--- src/include/fmc_pkg.sv ---
/*
  Constants shared by the fan monitor configuration/status register block.
  Assumes an 8-bit register byte port fed by an SMBus slave engine.
*/
package fmc_pkg;
  localparam logic [7:0] FMC_STATUS_ONE_ADDR = 8'h02;
  localparam logic [7:0] FMC_CONFIG_FOUR_ADDR = 8'h04;
  localparam logic [7:0] FMC_STATUS_ONE_RESET = 8'h00;
  localparam logic [7:0] FMC_CONFIG_FOUR_RESET = 8'h08;
  // fixed low nibble of the config register: bit 3 one, bits 2..0 zero
  localparam logic [3:0] FMC_CONFIG_FIXED_BITS = 4'h8;
  localparam int FMC_CFG_MODE_BIT = 7;
  localparam int FMC_CFG_PULSES_BIT = 6;
  localparam int FMC_CFG_FAST_BIT = 5;
  localparam int FMC_CFG_OUTEN_BIT = 4;
  localparam int FMC_ST_LOCAL_LOW_BIT = 7;
  localparam int FMC_ST_LOCAL_HIGH_BIT = 6;
  localparam int FMC_ST_SENSOR_FAIL_BIT = 5;
  localparam int FMC_ST_REMOTE_CRIT_BIT = 4;
  // remote temperature value forced on a sensor fault (-128 C)
  localparam logic [7:0] FMC_FAULT_TEMP = 8'h80;
  // re-arm hysteresis below the critical limit, degrees C
  localparam logic signed [8:0] FMC_CRIT_HYST_C = 9'sd5;
  localparam int FMC_CLK_HZ = 100_000_000;
  localparam int FMC_FAST_UPDATE_MS = 250;
  localparam int FMC_SLOW_UPDATE_MS = 1000;
  localparam int FMC_FAST_UPDATE_CYCLES = FMC_CLK_HZ / 1000 * FMC_FAST_UPDATE_MS;
  localparam int FMC_SLOW_UPDATE_CYCLES = FMC_CLK_HZ / 1000 * FMC_SLOW_UPDATE_MS;
  localparam int FMC_TACH_CNT_W = 27;
endpackage : fmc_pkg

--- src/design/fmc_regs.sv ---
/*
  Configuration register four and the upper half of status register one
  of a fan monitor, with status flags (all but sensor fail clear on read) and their pin effects.
  Assumes an SMBus slave engine presents byte accesses: a read strobe when
  the byte is fetched and a done strobe after it has gone out on the bus.
  Temperatures and limits are signed whole degrees, synchronous to clk.
*/
// Behaviour
// host must write one to bit 7
// bit 6 selects two or four pulses
// bit 5 selects 250ms or 1s update
// bit 4 enables over-temperature pin drive
// reserved bits read 1000, ignore writes
// config at 0x04 resets to 0x08
// flags latch until resolved and read
// read clears flags, reassert next monitor cycle
// local low flag at or below limit
// local high flag at or above limit
// sensor fault: flag, pin, force -128
// sensor fail flag alerts when enabled
// sensor fail flag cleared only by reset
// remote critical flag drives critical pin low
// remote critical flag alerts when enabled
// critical rearms only 5C below limit
// status at 0x02 resets to 0x00
// clear after read returns, keep new events
module fmc_regs
  import fmc_pkg::*;
#(
  parameter int FAST_CYCLES = FMC_FAST_UPDATE_CYCLES,
  parameter int SLOW_CYCLES = FMC_SLOW_UPDATE_CYCLES
) (
  input wire logic clk,
  input wire logic rst_n,
  input wire logic clkEn,
  input wire logic softReset,
  input wire logic [7:0] regAddr,
  input wire logic regWrEn,
  input wire logic [7:0] regWrData,
  input wire logic regRdEn,
  input wire logic regRdDone,
  output logic [7:0] regRdData,
  input wire logic monitorTick,
  input wire logic signed [7:0] localTemp,
  input wire logic signed [7:0] localLowLimit,
  input wire logic signed [7:0] localHighLimit,
  input wire logic signed [7:0] remoteTemp,
  input wire logic signed [7:0] remoteCritLimit,
  input wire logic remoteSensorFault,
  input wire logic sensor_fail_irq_enable,
  input wire logic critical_irq_enable,
  output logic [7:0] remoteTempData,
  output logic pulses_per_rev_select,
  output logic tachUpdateStrobe,
  output logic overtemp_out_pin_o,
  output logic overtemp_out_pin_oe,
  output logic critical_temp_pin_o,
  output logic critical_temp_pin_oe,
  output logic smbAlert
);

  logic [7:4] cfg_q;
  logic local_low_flag_q;
  logic local_high_flag_q;
  logic remote_sensor_fail_flag_q;
  logic remote_critical_flag_q;
  logic critArmed_q;
  logic rdPending_q;
  logic [7:0] rdSnap_q;
  logic [FMC_TACH_CNT_W-1:0] tachCnt_q;
  logic [7:0] statusNow;
  logic [7:0] rdClear;
  logic localLowCond;
  logic localHighCond;
  logic critCond;
  logic critRearmCond;
  logic signed [8:0] critRearmLevel;
  logic [FMC_TACH_CNT_W-1:0] tachLast;

  function automatic logic [7:0] read_mux(input logic [7:0] addr, input logic [7:0] status,
                                          input logic [7:4] cfg);
    logic [7:0] val;
    val = 8'h00;
    unique case (addr)
      FMC_STATUS_ONE_ADDR: val = status;
      FMC_CONFIG_FOUR_ADDR: val = {cfg, FMC_CONFIG_FIXED_BITS};
      default: val = 8'h00;
    endcase
    return val;
  endfunction : read_mux

  assign statusNow = {local_low_flag_q, local_high_flag_q, remote_sensor_fail_flag_q,
                      remote_critical_flag_q, 4'h0};
  assign localLowCond = localTemp <= localLowLimit;
  assign localHighCond = localTemp >= localHighLimit;
  assign critCond = remoteTemp > remoteCritLimit;
  assign critRearmLevel = 9'(remoteCritLimit) - FMC_CRIT_HYST_C;
  assign critRearmCond = 9'(remoteTemp) <= critRearmLevel;
  // only bits the host actually saw are cleared, so events during the read survive
  assign rdClear = (rdPending_q && regRdDone) ? rdSnap_q : 8'h00;
  assign tachLast = cfg_q[FMC_CFG_FAST_BIT] ? FMC_TACH_CNT_W'(FAST_CYCLES - 1)
                                             : FMC_TACH_CNT_W'(SLOW_CYCLES - 1);

  // config register; mode bit stored as written, host is expected to set it
  always_ff @(posedge clk or negedge rst_n) begin
    if (!rst_n) begin
      cfg_q <= FMC_CONFIG_FOUR_RESET[7:4];
    end else if (clkEn) begin
      if (softReset) begin
        cfg_q <= FMC_CONFIG_FOUR_RESET[7:4];
      end else if (regWrEn && regAddr == FMC_CONFIG_FOUR_ADDR) begin
        cfg_q <= regWrData[7:4];
      end
    end
  end

  // read capture and snapshot for the later clear
  always_ff @(posedge clk or negedge rst_n) begin
    if (!rst_n) begin
      regRdData <= 8'h00;
      rdPending_q <= 1'b0;
      rdSnap_q <= 8'h00;
    end else if (clkEn) begin
      if (regRdEn) begin
        regRdData <= read_mux(regAddr, statusNow, cfg_q);
        rdPending_q <= regAddr == FMC_STATUS_ONE_ADDR;
        rdSnap_q <= statusNow;
      end else if (regRdDone || softReset) begin
        rdPending_q <= 1'b0;
      end
    end
  end

  // local limit flags: set on monitor cycle wins over the read clear
  always_ff @(posedge clk or negedge rst_n) begin
    if (!rst_n) begin
      local_low_flag_q <= FMC_STATUS_ONE_RESET[FMC_ST_LOCAL_LOW_BIT];
      local_high_flag_q <= FMC_STATUS_ONE_RESET[FMC_ST_LOCAL_HIGH_BIT];
    end else if (clkEn) begin
      if (softReset) begin
        local_low_flag_q <= FMC_STATUS_ONE_RESET[FMC_ST_LOCAL_LOW_BIT];
        local_high_flag_q <= FMC_STATUS_ONE_RESET[FMC_ST_LOCAL_HIGH_BIT];
      end else begin
        if (monitorTick && localLowCond) begin
          local_low_flag_q <= 1'b1;
        end else if (rdClear[FMC_ST_LOCAL_LOW_BIT]) begin
          local_low_flag_q <= 1'b0;
        end
        if (monitorTick && localHighCond) begin
          local_high_flag_q <= 1'b1;
        end else if (rdClear[FMC_ST_LOCAL_HIGH_BIT]) begin
          local_high_flag_q <= 1'b0;
        end
      end
    end
  end

  // sensor failure: sticky through reads, only resets clear it
  always_ff @(posedge clk or negedge rst_n) begin
    if (!rst_n) begin
      remote_sensor_fail_flag_q <= FMC_STATUS_ONE_RESET[FMC_ST_SENSOR_FAIL_BIT];
    end else if (clkEn) begin
      if (softReset) begin
        remote_sensor_fail_flag_q <= FMC_STATUS_ONE_RESET[FMC_ST_SENSOR_FAIL_BIT];
      end else if (remoteSensorFault) begin
        remote_sensor_fail_flag_q <= 1'b1;
      end
    end
  end

  // remote critical with read-clear lockout until 5C of hysteresis
  always_ff @(posedge clk or negedge rst_n) begin
    if (!rst_n) begin
      remote_critical_flag_q <= FMC_STATUS_ONE_RESET[FMC_ST_REMOTE_CRIT_BIT];
      critArmed_q <= 1'b1;
    end else if (clkEn) begin
      if (softReset) begin
        remote_critical_flag_q <= FMC_STATUS_ONE_RESET[FMC_ST_REMOTE_CRIT_BIT];
        critArmed_q <= 1'b1;
      end else if (monitorTick && critCond && critArmed_q) begin
        remote_critical_flag_q <= 1'b1;
      end else if (rdClear[FMC_ST_REMOTE_CRIT_BIT]) begin
        remote_critical_flag_q <= 1'b0;
        critArmed_q <= 1'b0;
      end else if (monitorTick && critRearmCond) begin
        critArmed_q <= 1'b1;
      end
    end
  end

  // tach refresh timer; no restart on rate change, the >= compare ends an overlong count at once
  always_ff @(posedge clk or negedge rst_n) begin
    if (!rst_n) begin
      tachCnt_q <= '0;
      tachUpdateStrobe <= 1'b0;
    end else if (clkEn) begin
      if (softReset || tachCnt_q >= tachLast) begin
        tachCnt_q <= '0;
        tachUpdateStrobe <= !softReset;
      end else begin
        tachCnt_q <= tachCnt_q + 1'b1;
        tachUpdateStrobe <= 1'b0;
      end
    end
  end

  // pins, alert and derived outputs, all registered
  always_ff @(posedge clk or negedge rst_n) begin
    if (!rst_n) begin
      pulses_per_rev_select <= FMC_CONFIG_FOUR_RESET[FMC_CFG_PULSES_BIT];
      overtemp_out_pin_o <= 1'b1;
      overtemp_out_pin_oe <= 1'b0;
      critical_temp_pin_o <= 1'b0;
      critical_temp_pin_oe <= 1'b0;
      smbAlert <= 1'b0;
      remoteTempData <= 8'h00;
    end else if (clkEn) begin
      pulses_per_rev_select <= cfg_q[FMC_CFG_PULSES_BIT];
      // active low; high impedance unless enabled
      overtemp_out_pin_o <= !remote_sensor_fail_flag_q;
      overtemp_out_pin_oe <= cfg_q[FMC_CFG_OUTEN_BIT];
      critical_temp_pin_o <= 1'b0;
      critical_temp_pin_oe <= remote_critical_flag_q;
      smbAlert <= (remote_sensor_fail_flag_q && sensor_fail_irq_enable)
                  || (remote_critical_flag_q && critical_irq_enable);
      remoteTempData <= remote_sensor_fail_flag_q ? FMC_FAULT_TEMP : 8'(remoteTemp);
    end
  end

endmodule : fmc_regs

--- config.mk ---
export PLATFORM = sky130hd
export DESIGN_NAME = fmc_regs
export DESIGN_NICKNAME = d
export VERILOG_FILES = /design/src/include/fmc_pkg.sv /design/src/design/fmc_regs.sv
export SDC_FILE = /design/constraint.sdc
export NUM_CORES = 1
export LEC_CHECK = 0
export BUFFER_PORTS_ARGS = -buffer_cell sky130_fd_sc_hd__buf_4
export CAP_MARGIN = 20
export CORE_ASPECT_RATIO = 0.5
export CORE_MARGIN = 1.5
export CORE_UTILIZATION = 45
export CTS_CLUSTER_DIAMETER = 40
export DETAILED_ROUTE_END_ITERATION = 10
export GPL_ROUTABILITY_DRIVEN = 0
export GPL_TIMING_DRIVEN = 0
export PLACE_DENSITY = 0.72
export SLEW_MARGIN = 5
export SYNTH_ARGS = -nofsm -noshare
export SYNTH_HDL_FRONTEND = slang
export SYNTH_SLANG_ARGS = --single-unit
export TNS_END_PERCENT = 100
--- constraint.sdc ---
create_clock -name clk -period 2.71 [get_ports clk]
set_input_delay 0.4065 -clock clk [delete_from_list [all_inputs] [get_ports clk]]
set_output_delay 0.4065 -clock clk [all_outputs]
set_load 0.01 [all_outputs]
# [Word-level counts from Yosys, hierarchy flattened]
# Cells that the tools add are included.
# W data, S select, Z words.
[word_totals] regBits=63 in_bits=67 output_inout_bits=23
[classes] add_sub_neg=2 n_lt_le_gt_ge=5 n_eq_ne=3 muxes=25 n_reduce_logical=29
[op_table] op="$mux W27" count=2
[op_table] op="$add A27 B1 Y27 const B" count=1
[op_table] op="$ge A27 B27 Y1" count=1
[op_table] op="$mux W1" count=18
[op_table] op="$mux W8" count=2
[op_table] op="$pmux W8 S2" count=1
[op_table] op="$reduce_and A2 Y1" count=7
[op_table] op="$reduce_bool A3 Y1" count=4
[op_table] op="$le A8 B9 Y1" count=1
[op_table] op="$logic_and A1 B1 Y1" count=9
[op_table] op="$sub A8 B4 Y9 const B" count=1
[op_table] op="$eq A8 B2 Y1 const B" count=1
[op_table] op="$eq A8 B3 Y1 const B" count=1
[op_table] op="$ge A8 B8 Y1" count=1
[op_table] op="$gt A8 B8 Y1" count=1
[op_table] op="$le A8 B8 Y1" count=1
[op_table] op="$mux W4" count=2
[op_table] op="$reduce_bool A2 Y1" count=3
[op_table] op="$logic_or A1 B1 Y1" count=3
[op_table] op="$reduce_and A3 Y1" count=1
[op_table] op="$logic_not A1 Y1" count=2
[op_table] op="$ne A2 B2 Y1 const B" count=1

# [Depth between registers and ports, before layout]
# Gate-level depths: netlist of the first run.
[logic_depth] depth_word=7 depth_mapped=11 mapped_depth_nobuf=11

# [Worst setup path before layout of the first run]
# Ideal clock, no wire load.
[synth_path] path_kind="input port to flip-flop" startpoint="input remoteCritLimit[0]" endpoint="register critArmed_q" arrival_time_ns=2.267 required_ns=2.648 slack_ns=0.381 cell_stages=11 path_buffers=0 path_cell_list="inv_1 ha_1 nor2_1 nor4_1 xnor2_1 ha_1 a21o_1 a211oi_1 o211ai_1 a211oi_1 a221o_1"
[synth_between] elab_chain_len=5
[synth_rtl] element="from (decl)" line="fmc_regs.sv:48" source="input wire logic signed [7:0] remoteCritLimit,"
[synth_rtl] element="$sub A8 B4 Y9 / $gt A8 B8 Y1 (equally long branches)" line="fmc_regs.sv:97, fmc_regs.sv:96"
[synth_rtl] element="$le A8 B9 Y1 / $logic_and A1 B1 Y1 (equally long branches)" line="fmc_regs.sv:98, fmc_regs.sv:180"
[synth_rtl] element="$logic_and A1 B1 Y1, on equally long branches" line="fmc_regs.sv:185, fmc_regs.sv:180"
[synth_rtl] element="$reduce_bool A3 Y1 (no source line) / $ne A2 B2 Y1 (equally long branches)"
[synth_rtl] element="$reduce_and A3 Y1 (no source line) (*)"
[synth_rtl] element="to (signal assigned)" line="fmc_regs.sv:179" source="critArmed_q <= 1'b1;"
[synth_rtl] element="to (signal assigned)" line="fmc_regs.sv:184" source="critArmed_q <= 1'b0;"
[synth_rtl] element="to (signal assigned)" line="fmc_regs.sv:186" source="critArmed_q <= 1'b1;"
[synth_rtl] element="to (decl)" line="fmc_regs.sv:67" source="logic critArmed_q;"
# Every way passes the cells marked *; elsewhere a longest branch is shown, timed or not.
# A chain may end at the register's enable or synchronous reset.

# [Final worst setup path of the first run]
[layout_path] startpoint="register cfg_q[5] (netlist name)" endpoint="register tachCnt_q[25]"
[layout_between] elab_chain_len=4
[layout_rtl] element="from (decl)" line="fmc_regs.sv:62" source="logic [7:4] cfg_q;"
[layout_rtl] element="from (signal assigned)" line="fmc_regs.sv:107" source="cfg_q <= FMC_CONFIG_FOUR_RESET[7:4];"
[layout_rtl] element="from (signal assigned)" line="fmc_regs.sv:110" source="cfg_q <= FMC_CONFIG_FOUR_RESET[7:4];"
[layout_rtl] element="from (signal assigned)" line="fmc_regs.sv:112" source="cfg_q <= regWrData[7:4];"
[layout_rtl] element="$mux W27" line="fmc_regs.sv:101" source="assign tachLast = cfg_q[FMC_CFG_FAST_BIT] ? FMC_TACH_CNT_W'(FAST_CYCLES - 1)"
[layout_rtl] element="$ge A27 B27 Y1" line="fmc_regs.sv:197" source="if (softReset || tachCnt_q >= tachLast) begin"
[layout_rtl] element="$logic_or A1 B1 Y1" line="fmc_regs.sv:197"
[layout_rtl] element="$mux W27" line="fmc_regs.sv:197"
[layout_rtl] element="to (signal assigned)" line="fmc_regs.sv:201" source="tachCnt_q <= tachCnt_q + 1'b1;"
[layout_rtl] element="to (decl)" line="fmc_regs.sv:70" source="logic [FMC_TACH_CNT_W-1:0] tachCnt_q;"
# Every way passes these cells.

==> results of run 1 <==
worst min path at each step:
| stage | cells past startpoint | slack [ns] | endpoint |
|---|---|---|---|
| floorplan | 0 | 0.11 | cfg_q[4]$_DFFE_PN0P_ |
| global placement | 1 | 0.47 | regRdData[3]$_DFFE_PN0P_ |
| detailed placement | 1 | 0.48 | regRdData[3]$_DFFE_PN0P_ |
| CTS | 1 | 0.17 | regRdData[3]$_DFFE_PN0P_ |
| global route | 1 | 0.20 | regRdData[3]$_DFFE_PN0P_ |
| finish | 1 | 0.14 | regRdData[3]$_DFFE_PN0P_ |
cells in the mapped netlist (all sizes together) (5+ instances only):
cell type  count  share of area, %
xnor2          6               1.3
clkbuf         8              0.76
a211oi         5              0.91
o21a           7               1.3
nor4          10               2.6
nor2          27               2.5
a21o          11               2.0
o21ai         29               3.5
nand3         20               2.9
a21oi         24               2.9
a22o           9               1.9
nor2b          5              0.76
inv           43               3.9
dfrtp         57                35
mux2i          7               1.7
ha            43                13
mux2           7               1.9
nand2         32               2.9
nor3           5              0.88
nand3b         7               1.3
xor2           7               1.5
nand4         10               1.8
buf            9               1.7
o211ai         5              0.91
state kept, by name, indices dropped and copies added, names as in the netlist, 3 cells and up:
| signal | count |
|---|---|
| remoteTempData | 8 |
| rdSnap_q | 3 |
| regRdData | 5 |
| cfg_q | 4 |
| tachCnt_q | 27 |
logic make-up (layout without fill, tap and decap cells):
| family | after synthesis | after routing | share of synthesized area, % |
|---|---|---|---|
| AO/OA/AOI/OAI | 112 | 112 | 18.8 |
| XOR/XNOR | 13 | 13 | 2.76 |
| adder cells (fa/ha/maj) | 43 | 43 | 13.1 |
| buffers and inverters | 61 | 157 | 6.44 |
| flip-flops | 59 | 59 | 35.9 |
| multiplexers | 14 | 14 | 3.61 |
| other | 1 | 4 | 0.0910 |
| AND/OR/NAND/NOR | 137 | 137 | 19.4 |
power by group through the flow:
stage                     clock network, uW  registers, uW  logic (uW)
after global routing                   1290            961         452
after CTS                              1250            956         401
after floorplan                           0            973         205
after detailed placement                  0            971         397
after global placement                    0            969         390
final                                  1230            956         396
area by class of cell:
type                    count  share of cell area (%)
multi-input cells         323                    45.9
flip-flops and latches     59                    28.5
repair buffers             80                    11.6
clock buffers              10                    4.41
inverters                  44                    3.18
well taps                 117                    2.82
plain buffers              17                    1.93
clock inverters             6                    1.71
routing by layer:
layer,share of wire (%),track usage (%)
met4,0.87,5.15
met2,46,35.0
met5,0,0
met1,49,28.3
met3,4.2,5.28
stage by stage:
step | total power [uW] | std cells | utilization, % | cell area [um2]
3_5_place_dp | 1370 | 640 | 55.4 | 4880
3_3_place_gp | 1360 | 640 | 55.4 | 4880
2_1_floorplan | 1180 | 443 | - | 4130
4_1_cts | 2600 | 656 | 59.0 | 5190
6_report | 2590 | 656 | 59.0 | 5190
5_1_grt | 2700 | 656 | 59.0 | 5190
==> results.md, run 1 <==
* Outcome: finished, final reports clean
* Vias in the first global route at 3,479
* Worst EP required at 2.98 ns
* WP buf/inv at 1
* Root Driver: clkbuf_16
* Register share of total power at 37.0%
* CP Capture Point: tachCnt_q[25]$_DFFE_PN0P_
* WHS at 0.139 ns
* Arr. time, crit path at 2.83 ns
* Number of synthesized flops with an enable pin at 0
* Sw Ratio at 25.5%
* Final Cycle Share at 94.5%
* Highest Clock Rate at 390 MHz
* # nets final at 644
* Post-synthesis cell area at 4120 um2
* Initial cell density of the core at 46.8%
* Rel. slew slack at 50.2%
* Total wire length at 9780 um
* Storage element area at 1480 um2
* 1st-iter DRT viols at 258
* Vias at 3,556
* Synthesized area per cell at 9.36 um2
* Commonest non-fill, non-tap cells in the layout: buf_4, dfrtp_1, inv_1, ha_1, nand2_1
* Sink Count at 59
* Post-CTS Setup Inserts at 0
* Antenna cell count at 0
* Global-route wire length before repair at 16,700 um
* FF-to-FF Start: cfg_q[5]$_DFFE_PN0P_
* Layout area overhead at 26.1%
* PortBufs at 80
* Synth cell types at 61
* DP HPWL at 7380 um
* Routed Antenna Nets at 0
* Clock Path Buffers at 2
* Cell Rows at 24
* Number of hold buffers added after CTS at 0
* Yosys warns at 0
* Slew Limit Fails at 0
* Yosys reg bits at 59
* Worst-path fanout max at 8
* FF-to-FF setup slack at 0.15 ns
* Pre-CTS setup slack at -0.0204 ns
* Clock buffer count from CTS at 9
* Share of power burned in combinational logic at 15.3%
* Die area at 9770 um2
* Die extent in x at 138 um
* Latest clock arrival within the worst-skew pair at 0.33 ns
* Clock power frac at 47.7%
* GRT Util Overall at 21.2%
* Fill count at 786
* Sequential share of the synthesized area at 35.9%
* Worst Skew at 0.00671 ns
* 1st-pass router iterations at 5
* Net Sw Power at 659 uW
* # resized after CTS at 0
* P_leak at 0.00260 uW
* Wire per inst at 14.9 um
* Top FF cell, synth: dfrtp_1
* Total gr overflow at 0
* Synthesized instance count at 440
* CP max stage delay at 0.54 ns
* Slew @ Worst Pin at 0.747 ns
* PwrDens at 498 nW/um2
* Hold Path Class: in -> async
* Worst Setup SP: cfg_q[5]$_DFFE_PN0P_
* Crit start category: flip-flop
* RR Endpoint: tachCnt_q[25]$_DFFE_PN0P_
* Pin count of the biggest net entering global routing at 60
* Max VDD drop at 0.520 mV
* Unrepaired setup endpoints after global routing: false
* H-tree Lvls at 3
* CTS tree: yes
* Stages on the worst setup path at 8
* Die H at 70.7 um
* Fin Setup TNS at 0 ns
* Slowest cell on crit path: dfrtp_1
* Core Region at 8800 um2
* Residual DRC at 0
* # Max-Cap Violations at 0
* IO Pins at 90
* CP Class: reg -> reg
* Worst setup EP type: flip-flop
* Crit-path cells: inv_1 -> ha_1 -> a211oi_1 -> nand2_1 -> o311ai_4 -> nand3_2 -> nor4_1 -> a21o_1
* Initial antenna violation count at 0
* Worst-path clk slew at 0.06 ns
* Layout cell share with drive strength beyond 1 at 23.4%
* Most common cell after layout, fill and taps aside: buf_4
* Final hold violations at 0
* Area of the multi-input gates at 2390 um2
* Vias per cell at 5.42
* R2R depth at 8
* Internal power at 1930 uW
* Cell family with most CP delay: simple AND/OR/NAND/NOR gates
* Fin crit period at 2.56 ns
* Setup-failing EPs final at 0
* Asr flop ratio synth at 100%
* Worst setup margin at 0.148 ns
Power figures use the tool's default switching activity.
==> run 2: changes to the inputs <==
--- a/config.mk
+++ b/config.mk
@@ -7,7 +7,7 @@
 export LEC_CHECK = 0
 export BUFFER_PORTS_ARGS = -buffer_cell sky130_fd_sc_hd__buf_4
 export CAP_MARGIN = 20
-export CORE_ASPECT_RATIO = 0.5
+export CORE_ASPECT_RATIO = 1.4
 export CORE_MARGIN = 1.5
 export CORE_UTILIZATION = 45
 export CTS_CLUSTER_DIAMETER = 40
==> run 2 against run 1 <==
  * Cell count is 1.5% lower
  * Sequential power hardly changed
  * First-iteration DRC count is 30% lower
  * Clock skew is 0.0025 ns lower
  * Largest cell class unchanged
  * Via count is 3.4% higher
  * Critical endpoint unchanged
  * Setup slack better by 0.030 ns
  * Flip-flop and latch count stayed put
  * Largest power group unchanged
  * Non-clock buffer count stayed put
  * Critical path depth stayed put
  * Die area is 0.27% lower
  * Core utilization is 1.6 points lower
==> results.md, run 2 (same netlist as run 1, synthesis figures left out) <==
* CP max stage delay at 0.55 ns (about the same)
* Worst Skew at 0.00420 ns (-0.00251 ns)
* Cell Rows at 41 (+71%)
* P_leak at 0.00259 uW (-0.12%)
* Rel. slew slack at 49.8% (-0.38 points)
* Worst-path clk slew at 0.05 ns (about the same)
* Die H at 116 um (+64%)
* Total gr overflow at 0 (unchanged)
* Core Region at 8980 um2 (+2.0%)
* Vias at 3,678 (+3.4%)
* Final std cells w/o fill at 646 (-1.5%)
* H-tree Lvls at 3 (unchanged)
* Die area at 9740 um2 (-0.27%)
* Leading registers by flop count: tachCnt_q (27), remoteTempData (8), regRdData (5)
* Area of the multi-input gates at 2390 um2 (unchanged)
* Hold Path Class: in -> async
* Worst setup margin at 0.178 ns (+0.0297 ns)
* Antenna cell count at 0 (unchanged)
* PortBufs at 80 (unchanged)
* Setup-failing EPs final at 0 (unchanged)
* Latest clock arrival within the worst-skew pair at 0.33 ns (about the same)
* Slew Limit Fails at 0 (unchanged)
* Vias in the first global route at 3,731 (+7.2%)
* Crit-path cells: inv_1 -> ha_1 -> nand4_1 -> nor4_2 -> a221oi_2 -> nand3_2 -> nor4_1 -> a21o_1
* Die extent in x at 83.9 um (-39%)
* Residual DRC at 0 (unchanged)
* Initial cell density of the core at 45.9% (-0.93 points)
* Fin crit period at 2.53 ns (-0.0297 ns)
* Slew @ Worst Pin at 0.753 ns (+0.00568 ns)
* Post-CTS Setup Inserts at 0 (unchanged)
* Routed Antenna Nets at 0 (unchanged)
* # Max-Cap Violations at 0 (unchanged)
* Vias per cell at 5.69 (+5.0%)
* Worst setup EP type: flip-flop
* Outcome: finished, final reports clean
* Slowest cell on crit path: dfrtp_1
* # nets final at 644 (unchanged)
* Total wire length at 9990 um (+2.2%)
* Root Driver: clkbuf_16
* Sink Count at 59 (unchanged)
* Arr. time, crit path at 2.80 ns (-0.03 ns)
* CTS tree: yes
* Clock buffer count from CTS at 9 (unchanged)
* Crit start category: flip-flop
* IO Pins at 90 (unchanged)
* Clock Path Buffers at 2 (unchanged)
* Wire per inst at 15.5 um (+3.7%)
* Layout area overhead at 25.2%
* Pin count of the biggest net entering global routing at 60 (unchanged)
* CP Class: reg -> reg
* Max reg flops at 27 (unchanged)
* Worst-path fanout max at 8 (unchanged)
* Commonest non-fill, non-tap cells in the layout: buf_4, dfrtp_1, inv_1, ha_1, nand2_1
* DP HPWL at 7730 um (+4.7%)
* Unrepaired setup endpoints after global routing: false
* Number of hold buffers added after CTS at 0 (unchanged)
* Layout cell share with drive strength beyond 1 at 23.2% (-0.19 points)
* Pre-CTS setup slack at -0.0819 ns (-0.0615 ns)
* Storage element area at 1480 um2 (unchanged)
* WP buf/inv at 1 (unchanged)
* 1st-iter DRT viols at 180 (-30%)
* Fill count at 801 (+1.9%)
* Final Cycle Share at 93.4% (-1.1 points)
* DP Cell Count at 630 (-1.6%)
* Global-route wire length before repair at 16,700 um (+0.33%)
* Final hold violations at 0 (unchanged)
* 1st-pass router iterations at 5 (unchanged)
* Initial antenna violation count at 0 (unchanged)
* Highest Clock Rate at 395 MHz (+1.2%)
* Cell family with most CP delay: simple AND/OR/NAND/NOR gates
* PwrDens at 475 nW/um2 (-4.5%)
* Worst EP required at 2.98 ns (about the same)
* Most flop-heavy register: tachCnt_q
* Most common cell after layout, fill and taps aside: buf_4
* GRT Util Overall at 21.5% (+0.34 points)
* # resized after CTS at 0 (unchanged)
* Max VDD drop at 0.280 mV (-46%)
==> run 2: changes by cell type in the layout (fill, tap and decap cells not counted), sizes merged <==
cell,delta
bufinv,-2
clkbuf,+5
clkinvlp,-2
inv,-1
==> run 2: worst paths after layout <==
path | end | slack, ns | startpoint | depth (start not counted)
min in group clk | cfg_q[4]$_DFFE_PN0P_ | 0.30 | regWrData[4] | 2
hold reg to reg | regRdData[3]$_DFFE_PN0P_ | 0.48 | regRdData[3]$_DFFE_PN0P_ | 1
max in group asynchronous | tachCnt_q[20]$_DFFE_PN0P_ | 2.06 | rst_n | 1
setup / recovery | tachCnt_q[25]$_DFFE_PN0P_ | 0.18 | cfg_q[5]$_DFFE_PN0P_ | 8
setup reg to reg | tachCnt_q[25]$_DFFE_PN0P_ | 0.18 | cfg_q[5]$_DFFE_PN0P_ | 8
hold / removal | tachCnt_q[15]$_DFFE_PN0P_ | 0.13 | rst_n | 1
==> run 2: worst reg2reg max path, stage by stage (launching register included) <==
cell      delay [ns]
dfrtp_1         0.55
inv_1           0.15
ha_1            0.35
nand4_1         0.14
nor4_2          0.06
a221oi_2        0.45
nand3_2         0.31
nor4_1          0.34
a21o_1          0.12
==> run 2: final cells by class <==
| class | count | area share [%] |
|---|---|---|
| clock buffer | 15 | 5.58 |
| clock inverter | 1 | 0.0970 |
| inverter | 44 | 3.20 |
| multi-input combinational | 323 | 46.3 |
| sequential | 59 | 28.7 |
| buffer | 17 | 1.94 |
| timing repair buffer | 80 | 11.6 |
| tap | 107 | 2.60 |
==> run 2: layer usage <==
metal,vias to the layer above,GRT usage [%],share of wire [%]
met2,116,40.6,53
li1,1784,-,-
met5,-,0,0
met1,1754,22.9,39
met4,0,8.74,2.7
met3,24,5.51,5.5
==> run 2: power by group <==
part / internal [uW] / total (uW) / leakage, uW / switching [uW]
clock: 717 / 1100 / 0.000146 / 379
combinational: 195 / 397 / 0.00166 / 202
sequential: 926 / 959 / 0.000792 / 32.4
total: 1840 / 2450 / 0.00259 / 614
==> run 2: per-stage QoR <==
step | area (um2) | total power (uW) | setup TNS, ns | hold slack [ns] | util (%)
after floorplan | 4130 | 1180 | 0 | 0.111 | -
after global placement | 4860 | 1360 | -0.0496 | 0.464 | 54.2
after detailed placement | 4860 | 1370 | -0.0819 | 0.472 | 54.2
after CTS | 5160 | 2470 | 0 | 0.187 | 57.4
after global routing | 5160 | 2560 | 0 | 0.213 | 57.4
final | 5160 | 2450 | 0 | 0.135 | 57.4
